$ cat config.mk
export PLATFORM = sky130hd
export DESIGN_NAME = sst_serdes
export DESIGN_NICKNAME = d
export VERILOG_FILES = /design/src/design/sst_pkg.sv /design/src/design/sst_fifo.sv /design/src/design/sst_serdes.sv /design/src/design/sst_sync2.sv
export VERILOG_INCLUDE_DIRS = /design/src /design/src/design
export SDC_FILE = /design/constraint.sdc
export NUM_CORES = 1
export LEC_CHECK = 0
export ABC_CLOCK_PERIOD_IN_PS = 2100
export BUFFER_PORTS_ARGS = -buffer_cell sky130_fd_sc_hd__buf_2
export CAP_MARGIN = 20
export CORE_UTILIZATION = 45
export CTS_CLUSTER_DIAMETER = 50
export DETAILED_ROUTE_END_ITERATION = 16
export PLACE_DENSITY_LB_ADDON = 0.15
export REMOVE_ABC_BUFFERS = 1
export SYNTH_ARGS = -nofsm -noshare
export SYNTH_HDL_FRONTEND = slang
export SYNTH_SLANG_ARGS = --single-unit
$ cat constraint.sdc
create_clock -name ref_clk_i -period 2.1 [get_ports ref_clk_i]
set_input_delay 0.42 -clock ref_clk_i [delete_from_list [all_inputs] [get_ports ref_clk_i]]
set_output_delay 0.42 -clock ref_clk_i [all_outputs]
set_load 0.005 [all_outputs]
$ cat src/design/sst_params.svh
// sst_params.svh: constants of the start/stop framed serdes
// assumes: included by bare name; widths fixed, counts in ref clock cycles or words
`ifndef SST_PARAMS_SVH
`define SST_PARAMS_SVH

// word and frame layout
`define SST_PAY_W        18
`define SST_FRM_W        20
`define SST_START_POS    0
`define SST_STOP_POS     19
`define SST_START_BIT    1'h1
`define SST_STOP_BIT     1'h0

// bit phase within a word, one bit per ref clock cycle
`define SST_BIT_LAST     5'h13
`define SST_HALF_WORD    5'h0a

// lock criteria, in words
`define SST_LOCK_WORDS   3'h4
`define SST_MISS_WORDS   3'h4
`define SST_HOLD_WORDS   4'h9

// sync request and pattern
`define SST_SYNC_MIN     3'h6
`define SST_SYNC_WORDS   11'h400
`define SST_SYNC_PAYLOAD 18'h001ff

// transmit buffer
`define SST_FIFO_DEPTH   4

`endif

$ cat src/design/sst_pkg.sv
// sst_pkg: types of the start/stop framed serdes
// assumes: sst_params.svh is on the include path
`include "sst_params.svh"

package sst_pkg;

  typedef enum logic [3:0] {
    SST_RX_HUNT    = 4'h1,
    SST_RX_CONFIRM = 4'h2,
    SST_RX_LOCKED  = 4'h4,
    SST_RX_HOLD    = 4'h8
  } sst_rx_e;

  typedef logic [`SST_FRM_W-1:0] sst_frame_t;
  typedef logic [`SST_PAY_W-1:0] sst_pay_t;

  typedef struct packed {
    // transmit side
    logic [4:0]  tx_phase;
    sst_frame_t  tx_shift;
    logic        bit_clk;
    logic        word_clk;
    logic        ser_out;
    logic        ser_out_n;
    logic        ser_oe;
    logic        underrun;
    logic [2:0]  sync_hi;
    logic [10:0] sync_left;
    logic        sync_act;
    // receive side
    sst_rx_e     rx_state;
    sst_frame_t  rx_shift;
    logic [4:0]  rx_phase;
    logic [2:0]  good_cnt;
    logic [2:0]  miss_cnt;
    logic [3:0]  hold_cnt;
    sst_pay_t    rx_word;
    logic        rx_clk;
    logic        rx_oe;
    logic        lock_n;
  } sst_state_s;

endpackage : sst_pkg

$ cat src/design/sst_fifo.sv
// sst_fifo: small synchronous fifo with valid/ready on both sides
// assumes: DEPTH is a power of two; in_ready_o comes from a flip-flop
`timescale 1ns/1ns
`default_nettype none

module sst_fifo #(
  parameter int W     = 18,
  parameter int DEPTH = 4
) (
  input  wire logic         ref_clk_i,
  input  wire logic         nrst_i,
  input  wire logic [W-1:0] in_data_i,
  input  wire logic         in_valid_i,
  output var  logic         in_ready_o,
  output var  logic [W-1:0] out_data_o,
  output var  logic         out_valid_o,
  input  wire logic         out_ready_i
);

  localparam int PW = $clog2(DEPTH);
  localparam int CW = $clog2(DEPTH + 1);

  typedef struct packed {
    logic [DEPTH-1:0][W-1:0] mem;
    logic [PW-1:0]           wp;
    logic [PW-1:0]           rp;
    logic [CW-1:0]           cnt;
    logic                    in_rdy;
  } sst_fifo_state_s;

  sst_fifo_state_s s;
  sst_fifo_state_s next_s;
  logic            push;
  logic            pop;

  assign push = in_valid_i && s.in_rdy;
  assign pop  = out_ready_i && (s.cnt != '0);

  always_comb
  begin
    next_s = s;
    if (push)
    begin
      next_s.mem[s.wp] = in_data_i;
      next_s.wp        = PW'(s.wp + 1'b1);
    end
    if (pop)
      next_s.rp = PW'(s.rp + 1'b1);
    if (push && !pop)
      next_s.cnt = CW'(s.cnt + 1'b1);
    else if (pop && !push)
      next_s.cnt = CW'(s.cnt - 1'b1);
    next_s.in_rdy = (next_s.cnt != CW'(DEPTH));
  end

  always_ff @(posedge ref_clk_i or negedge nrst_i)
  begin
    if (!nrst_i)
    begin
      s        <= '0;
      s.in_rdy <= 1'b1;
    end
    else
      s <= next_s;
  end

  assign in_ready_o  = s.in_rdy;
  assign out_valid_o = (s.cnt != '0);
  assign out_data_o  = s.mem[s.rp];

endmodule : sst_fifo

`default_nettype wire

$ cat src/design/sst_serdes.sv
// sst_serdes: start/stop framed serialiser and deserialiser, word clock = ref_clk / 20
// assumes: one serial bit per ref_clk cycle; serial_in_i, sync_req_i, loopback_i are pins
//
// Contract
// - each word clock period outside a sync burst one buffered 18-bit word is captured; with none buffered a zero payload is sent and underrun set.
// - each 18-bit payload becomes a 20-bit frame with start and stop.
// - start bit is always one, stop bit is always zero.
// - an internal bit clock runs at ten times the word clock.
// - one serial bit on each edge of the bit clock.
// - payload bit zero goes first, higher bits in ascending order.
// - load-to-bit-zero delay is constant.
// - receiver deserialises frames into 20-bit words on the recovered word clock.
// - receiver strips start and stop, drives the 18 payload bits.
// - framing is invisible; host sees only 18-bit payloads.
// - loopback feeds the serialiser output into the deserialiser.
// - during reset recovered clock is low and serial outputs float.
// - lock only after four consecutive boundaries at the same position.
// - four consecutive misses drop lock, float outputs, hunt again.
// - sync pulse over six cycles sends 1024 words of sync pattern.
// - lock indicator stays inactive at least nine cycles after loss.
`timescale 1ns/1ns
`default_nettype none
`include "sst_params.svh"

module sst_serdes
  import sst_pkg::*;
(
  input  wire logic                 ref_clk_i,
  input  wire logic                 nrst_i,
  input  wire logic [`SST_PAY_W-1:0] tx_data_i,
  input  wire logic                 tx_valid_i,
  output var  logic                 tx_ready_o,
  output var  logic                 tx_underrun_o,
  output var  logic                 ref_word_clock_o,
  output var  logic                 serial_out_pos_o,
  output var  logic                 serial_out_neg_o,
  output var  logic                 serial_oe_o,
  input  wire logic                 serial_in_i,
  input  wire logic                 loopback_i,
  input  wire logic                 sync_req_i,
  output var  logic                 sync_active_o,
  output var  logic [`SST_PAY_W-1:0] rx_payload_word_o,
  output var  logic                 rx_word_clk_o,
  output var  logic                 rx_oe_o,
  output var  logic                 lock_indicator_n_o
);

  ////////////////////////////////////////////////////////////////////////////////////////////
  // helpers

  function automatic sst_frame_t make_frame(input sst_pay_t pay);
    sst_frame_t f;
    f                 = {`SST_STOP_BIT, pay, `SST_START_BIT};
    return f;
  endfunction : make_frame

  function automatic logic frame_ok(input sst_frame_t f);
    return (f[`SST_START_POS] == `SST_START_BIT) && (f[`SST_STOP_POS] == `SST_STOP_BIT);
  endfunction : frame_ok

  ////////////////////////////////////////////////////////////////////////////////////////////
  // pins and transmit buffer

  sst_state_s         s;
  sst_state_s         next_s;
  logic [2:0]         pins_sync;
  logic               pin_serial;
  logic               pin_loop;
  logic               pin_sync;
  sst_pay_t           fifo_data;
  logic               fifo_valid;
  logic               fifo_take;
  logic               tick;
  logic               sync_fire;
  sst_frame_t         frame;
  logic               rx_bit;
  sst_frame_t         rx_next_sr;
  logic               rx_end;

  sst_sync2 #(
    .W (3)
  ) u_pins (
    .ref_clk_i (ref_clk_i),
    .nrst_i    (nrst_i),
    .async_i   ({sync_req_i, loopback_i, serial_in_i}),
    .sync_o    (pins_sync)
  );

  assign pin_serial = pins_sync[0];
  assign pin_loop   = pins_sync[1];
  assign pin_sync   = pins_sync[2];

  // words wait here while a sync burst holds the shifter
  sst_fifo #(
    .W     (`SST_PAY_W),
    .DEPTH (`SST_FIFO_DEPTH)
  ) u_txq (
    .ref_clk_i   (ref_clk_i),
    .nrst_i      (nrst_i),
    .in_data_i   (tx_data_i),
    .in_valid_i  (tx_valid_i),
    .in_ready_o  (tx_ready_o),
    .out_data_o  (fifo_data),
    .out_valid_o (fifo_valid),
    .out_ready_i (fifo_take)
  );

  assign tick      = (s.tx_phase == `SST_BIT_LAST);
  assign fifo_take = tick && (s.sync_left == '0);
  assign sync_fire = pin_sync && (s.sync_hi == `SST_SYNC_MIN);
  assign frame     = (s.sync_left != '0) ? make_frame(`SST_SYNC_PAYLOAD) :
                     fifo_valid ? make_frame(fifo_data) : make_frame('0);
  assign rx_bit     = pin_loop ? s.ser_out : pin_serial;
  assign rx_next_sr = {rx_bit, s.rx_shift[`SST_FRM_W-1:1]};
  assign rx_end     = (s.rx_phase == `SST_BIT_LAST);

  ////////////////////////////////////////////////////////////////////////////////////////////
  // next state

  always_comb
  begin
    next_s = s;

    // transmit: bit clock toggles every cycle, so every cycle is one of its edges
    next_s.bit_clk  = ~s.bit_clk;
    next_s.tx_phase = tick ? 5'h00 : 5'(s.tx_phase + 5'h01);
    if (tick)
    begin
      next_s.ser_out  = frame[0];
      next_s.tx_shift = {1'b0, frame[`SST_FRM_W-1:1]};
      next_s.underrun = (s.sync_left == '0) && !fifo_valid;
    end
    else
    begin
      next_s.ser_out  = s.tx_shift[0];
      next_s.tx_shift = {1'b0, s.tx_shift[`SST_FRM_W-1:1]};
    end
    next_s.ser_out_n = ~next_s.ser_out;
    next_s.ser_oe    = 1'b1;
    next_s.word_clk  = (next_s.tx_phase < `SST_HALF_WORD);

    // sync request: width filter, one burst per pulse
    if (!pin_sync)
      next_s.sync_hi = 3'h0;
    else if (s.sync_hi != 3'h7)
      next_s.sync_hi = 3'(s.sync_hi + 3'h1);
    if (sync_fire)
      next_s.sync_left = `SST_SYNC_WORDS;
    else if (tick && (s.sync_left != '0))
      next_s.sync_left = 11'(s.sync_left - 11'h001);
    next_s.sync_act = (next_s.sync_left != '0);

    // receive: boundary hunt and lock keeping
    next_s.rx_shift = rx_next_sr;
    next_s.rx_phase = rx_end ? 5'h00 : 5'(s.rx_phase + 5'h01);
    unique case (s.rx_state)
      SST_RX_HUNT:
      begin
        if (frame_ok(rx_next_sr))
        begin
          next_s.rx_state = SST_RX_CONFIRM;
          next_s.good_cnt = 3'h1;
          next_s.rx_phase = 5'h00;
        end
      end
      SST_RX_CONFIRM:
      begin
        if (rx_end)
        begin
          if (!frame_ok(rx_next_sr))
            next_s.rx_state = SST_RX_HUNT;
          else if (s.good_cnt == 3'(`SST_LOCK_WORDS - 3'h1))
          begin
            next_s.rx_state = SST_RX_LOCKED;
            next_s.miss_cnt = 3'h0;
            next_s.rx_word  = rx_next_sr[`SST_PAY_W:1];
          end
          else
            next_s.good_cnt = 3'(s.good_cnt + 3'h1);
        end
      end
      SST_RX_LOCKED:
      begin
        if (rx_end)
        begin
          if (frame_ok(rx_next_sr))
          begin
            next_s.miss_cnt = 3'h0;
            next_s.rx_word  = rx_next_sr[`SST_PAY_W:1];
          end
          else if (s.miss_cnt == 3'(`SST_MISS_WORDS - 3'h1))
          begin
            next_s.rx_state = SST_RX_HOLD;
            next_s.hold_cnt = 4'h0;
          end
          else
            next_s.miss_cnt = 3'(s.miss_cnt + 3'h1);
        end
      end
      SST_RX_HOLD:
      begin
        if (rx_end)
        begin
          if (s.hold_cnt == 4'(`SST_HOLD_WORDS - 4'h1))
            next_s.rx_state = SST_RX_HUNT;
          else
            next_s.hold_cnt = 4'(s.hold_cnt + 4'h1);
        end
      end
      default:
        next_s.rx_state = SST_RX_HUNT;
    endcase

    // outputs float and clock sits low whenever not locked
    next_s.lock_n = (next_s.rx_state != SST_RX_LOCKED);
    next_s.rx_oe  = !next_s.lock_n;
    next_s.rx_clk = !next_s.lock_n && (next_s.rx_phase >= `SST_HALF_WORD);
  end

  always_ff @(posedge ref_clk_i or negedge nrst_i)
  begin
    if (!nrst_i)
    begin
      s          <= '0;
      s.tx_phase <= `SST_BIT_LAST;
      s.rx_state <= SST_RX_HUNT;
      s.lock_n   <= 1'h1;
    end
    else
      s <= next_s;
  end

  assign tx_underrun_o      = s.underrun;
  assign ref_word_clock_o   = s.word_clk;
  assign serial_out_pos_o   = s.ser_out;
  assign serial_out_neg_o   = s.ser_out_n;
  assign serial_oe_o        = s.ser_oe;
  assign sync_active_o      = s.sync_act;
  assign rx_payload_word_o  = s.rx_word;
  assign rx_word_clk_o      = s.rx_clk;
  assign rx_oe_o            = s.rx_oe;
  assign lock_indicator_n_o = s.lock_n;
endmodule : sst_serdes

`default_nettype wire

$ cat src/design/sst_sync2.sv
// sst_sync2: two flip-flop synchroniser for asynchronous level inputs
// assumes: inputs are slow levels; outputs are read only after the second stage
`timescale 1ns/1ns
`default_nettype none

module sst_sync2 #(
  parameter int W = 1
) (
  input  wire logic         ref_clk_i,
  input  wire logic         nrst_i,
  input  wire logic [W-1:0] async_i,
  output var  logic [W-1:0] sync_o
);

  typedef struct packed {
    logic [W-1:0] stage1;
    logic [W-1:0] stage2;
  } sst_sync_state_s;

  sst_sync_state_s s;
  sst_sync_state_s next_s;

  always_comb
  begin
    next_s.stage1 = async_i;
    next_s.stage2 = s.stage1;
  end

  always_ff @(posedge ref_clk_i or negedge nrst_i)
  begin
    if (!nrst_i)
      s <= '0;
    else
      s <= next_s;
  end

  assign sync_o = s.stage2;

endmodule : sst_sync2

`default_nettype wire

==> flow_metrics.env <==
export IMPL_status="complete, no violations"
export IMPL_grt_pass1_wl_um=26000
export IMPL_hold_viol=0
export IMPL_drc=0
export IMPL_path_class="register to register"
export IMPL_ir_drop_uv=740
export IMPL_root_buffer="clkbuf_16"
export IMPL_synth_area_um2=8240
export IMPL_ys_seq_area_share_pct=57.2
export IMPL_maxSlewViolCount=0
export IMPL_viasPerCell=5.34
export IMPL_final_cells=929
export IMPL_period_minus_slack_ns=2.03
export IMPL_arrival_ns=2.32
export IMPL_rows=49
export IMPL_grt_pass1_vias=5161
export IMPL_tritoncts="built"
export IMPL_layout_drive_gt1_share_pct=38.0
export IMPL_worstPathRequired_ns=2.39
export IMPL_clock_sinks=188
export IMPL_yosysTopAreaCell="dfrtp_1"
export IMPL_max_freq_mhz=492
export IMPL_fin_setup_tns_ns=0
export IMPL_cpPeakStageDelay_ns=0.58
export IMPL_total_power_w=0.0123
export IMPL_synth_cell_types=57
export IMPL_synth_seq_cells=188
export IMPL_synth_top_area_share_pct=55.2
export IMPL_synth_enable_flop_cells=0
export IMPL_hpwl_um=10500
export IMPL_syn2layout_area_growth_pct=16.8
export IMPL_p_seq_share_pct=44.9
export IMPL_track_usage_pct=18.2
export IMPL_finClkSkew_ns=0.0181
export IMPL_fin_nets=731
export IMPL_yosys_warnings=0
export IMPL_first_iter_violations=193
export IMPL_path_clk_slew_ns=0.07
export IMPL_cap_violations=0
export IMPL_setup_viol=0
export IMPL_grt_start_max_net_pins=53
export IMPL_die_y_um=137
export IMPL_start_util_pct=45.9
export IMPL_critPathSlowestCell="dfstp_2"
export IMPL_final_util_pct=53.6
export IMPL_die_width_um=137
export IMPL_p_clk_share_pct=25.5
export IMPL_fin_crit_sh_pct=96.7
export IMPL_p_switching_w=0.00369
export IMPL_first_pass_iters=4
export IMPL_path_cells="ha_4 -> nor4bb_4 -> buf_4 -> nand4_1 -> mux2_2 -> nor4_4 -> o2111ai_1"
export IMPL_avgSynthCellArea_um2=13.5
export IMPL_worstSetupEndpointType="register"
export IMPL_insertion_delay_ns=0.43
export IMPL_wl_um=15600
export IMPL_p_sw_share_pct=30.0
export IMPL_drtAntennaViolNets=0
export IMPL_antenna_found_initial=0
export IMPL_intPower_w=0.00859
export IMPL_cp_start_kind="register"
export IMPL_core_um2=18000
export IMPL_clockBufferDepth=2
export IMPL_grt_setup_unrepaired="true"
export IMPL_htree_levels=4
export IMPL_p_leak_nw=4.35
export IMPL_comb_power_share_pct=29.6
export IMPL_synthTopCellsByArea="dfrtp_1 55%, mux2_2 12%, mux4_2 4.9%"
export IMPL_path_max_fanout=5
export IMPL_io_buffer_count=51
export IMPL_async_flop_share_pct=100
export IMPL_wl_per_cell_um=16.8
export IMPL_gr_total_overflow=0
export IMPL_dp_cells=893
export IMPL_power_density_nw_per_um2=1280
export IMPL_num_vias=4957
export IMPL_n_fill_cell=1520
export IMPL_min_path_type="input port to register"
export IMPL_synthCells=611
export IMPL_dieArea_um2=18900
export IMPL_pin_count=52
export IMPL_ys_flop_type="dfrtp_1"
export IMPL_numCtsBuffers=17
export IMPL_antenna_cells=0
export IMPL_gp_congestion=0.879
[power groups by stage]
| stage | clock (W) | sequential [W] | combinational (W) |
|---|---|---|---|
| 6_report | 0.00314 | 0.00551 | 0.00364 |
| 5_1_grt | 0.00339 | 0.00566 | 0.00401 |
| 3_3_place_gp | 0 | 0.00548 | 0.00349 |
| 2_1_floorplan | 0 | 0.00546 | 0.00241 |
| 3_5_place_dp | 0 | 0.00557 | 0.00358 |
| 4_1_cts | 0.00322 | 0.00551 | 0.00363 |
[kinds of logic (layout without fill, tap and decap cells)]
| family | Yosys count | after routing | share of synthesized area, % |
|---|---|---|---|
| compound gates | 82 | 82 | 6.16 |
| xor+xnor | 18 | 18 | 1.91 |
| fa+ha+maj | 20 | 20 | 3.04 |
| buf+inv | 60 | 149 | 3.84 |
| flops | 188 | 188 | 57.2 |
| mux | 117 | 117 | 18.8 |
| other cells | 1 | 1 | 0.0455 |
| simple gates | 125 | 125 | 9.01 |
[cells in the mapped netlist, drive strengths merged (2+ instances only)]
cell,count
a211oi,4
a21oi,20
a22o,9
a31oi,3
and2,5
and3,3
and4,2
buf,27
clkbuf,12
dfrtp,182
dfstp,6
ha,20
inv,21
mux2,95
mux2i,4
mux4,18
nand2,28
nand2b,4
nand3,13
nand3b,4
nand4,3
nand4bb,2
nor2,27
nor2b,7
nor3,7
nor3b,2
nor4,3
nor4b,5
nor4bb,2
o211ai,4
o21a,3
o21ai,29
o22ai,2
o31ai,2
or2,4
or3,3
xnor2,13
xor2,5
[metal layers]
metal  vias to the layer above  GRT usage, %  part of all wire, %
met5                         -             0                    0
met4                         0          6.04                  1.2
met3                        17          4.71                  3.1
met2                        70          29.3                   49
met1                      2548          24.0                   47
li1                       2322             -                    -
[layout by cell type (no fill, tap or decap), types with 3 or more instances in the layout]
master | synthesis | routed
xor2_1 | 5 | 5
xnor2_1 | 13 | 13
dfrtp_1 | 182 | 182
nor2_1 | 26 | 26
nand3b_1 | 4 | 4
or3_1 | 3 | 3
or2_2 | 3 | 3
nand4_1 | 3 | 3
nand2b_1 | 4 | 4
o21ai_0 | 29 | 27
o211ai_1 | 4 | 4
nand2_1 | 28 | 28
clkbuf_16 | 0 | 17
mux2i_1 | 4 | 4
nor2b_1 | 7 | 7
a211oi_1 | 4 | 3
inv_1 | 21 | 20
a22o_1 | 9 | 9
dfstp_2 | 6 | 6
and2_1 | 4 | 4
mux2_2 | 85 | 85
clkinv_4 | 0 | 4
mux4_2 | 18 | 18
ha_1 | 20 | 18
a21oi_1 | 19 | 19
clkbuf_8 | 0 | 4
inv_6 | 0 | 3
nor4b_4 | 3 | 3
mux2_4 | 10 | 10
buf_4 | 18 | 37
buf_2 | 6 | 50
buf_12 | 1 | 7
nand3_1 | 13 | 13
nor3_1 | 5 | 5
o21a_1 | 3 | 3
a31oi_1 | 3 | 3
[worst max-delay path, delay by kind of cell (launching register included)]
family                     cells  cell delay (ns)
AOI/OAI and AO/OA              1             0.14
buffers and inverters          1             0.17
and+or+nand+nor                3             0.54
muxes                          1             0.31
adders and majority gates      1             0.14
DFF                            1             0.58
[sequential cells by signal, summed over array words and instances (netlist names), 3 cells and up]
signal             cells
u_pins.next_s          3
u_pins.sync_o          3
rx_payload_word_o     18
next_s                19
s                     56
u_txq.s               79
[path summary, 6_finish.rpt]
check,depth (start not counted),slack [ns],startpoint,endpoint
max,7,0.07,s[101],sync_active_o
min,1,0.1,sync_req_i,u_pins.next_s[2]
max reg2reg,7,0.07,s[101],sync_active_o
min reg2reg,0,0.34,u_pins.next_s[1],u_pins.sync_o[1]
max in group asynchronous,3,0.90,nrst_i,serial_out_pos_o
min in group asynchronous,2,0.51,nrst_i,s[74]
[stage by stage]
step	setup slack [ns]	hold WS, ns	area (µm²)
2_1_floorplan	-0.636	0.124	8010
3_3_place_gp	0.00236	0.336	8950
3_5_place_dp	-0.0821	0.337	8950
4_1_cts	0.00773	0.0750	9580
5_1_grt	-0.0463	0.0653	9630
6_report	0.0694	0.0998	9630
[what timing repair did]
item                                    4_1_cts  5_1_grt
endpoints found under the setup margin        6       16
resized for setup                             4       11
hold buffers                                  1        0
setup buffers                                 2        1
gates cloned                                  0        0
pin swaps                                     0        7
endpoints found under the hold margin        44        0
[layout make-up]
cell class	instances	area [µm²]	area share, %
clock buffer	21	470	4.88
clock inverter	11	109	1.13
inverter	21	78.8	0.818
multi-input combinational	363	3280	34.1
sequential	188	4710	48.9
tap	229	287	2.97
timing repair buffer	96	692	7.18
Note: power is estimated with default switching activity, not from simulation.
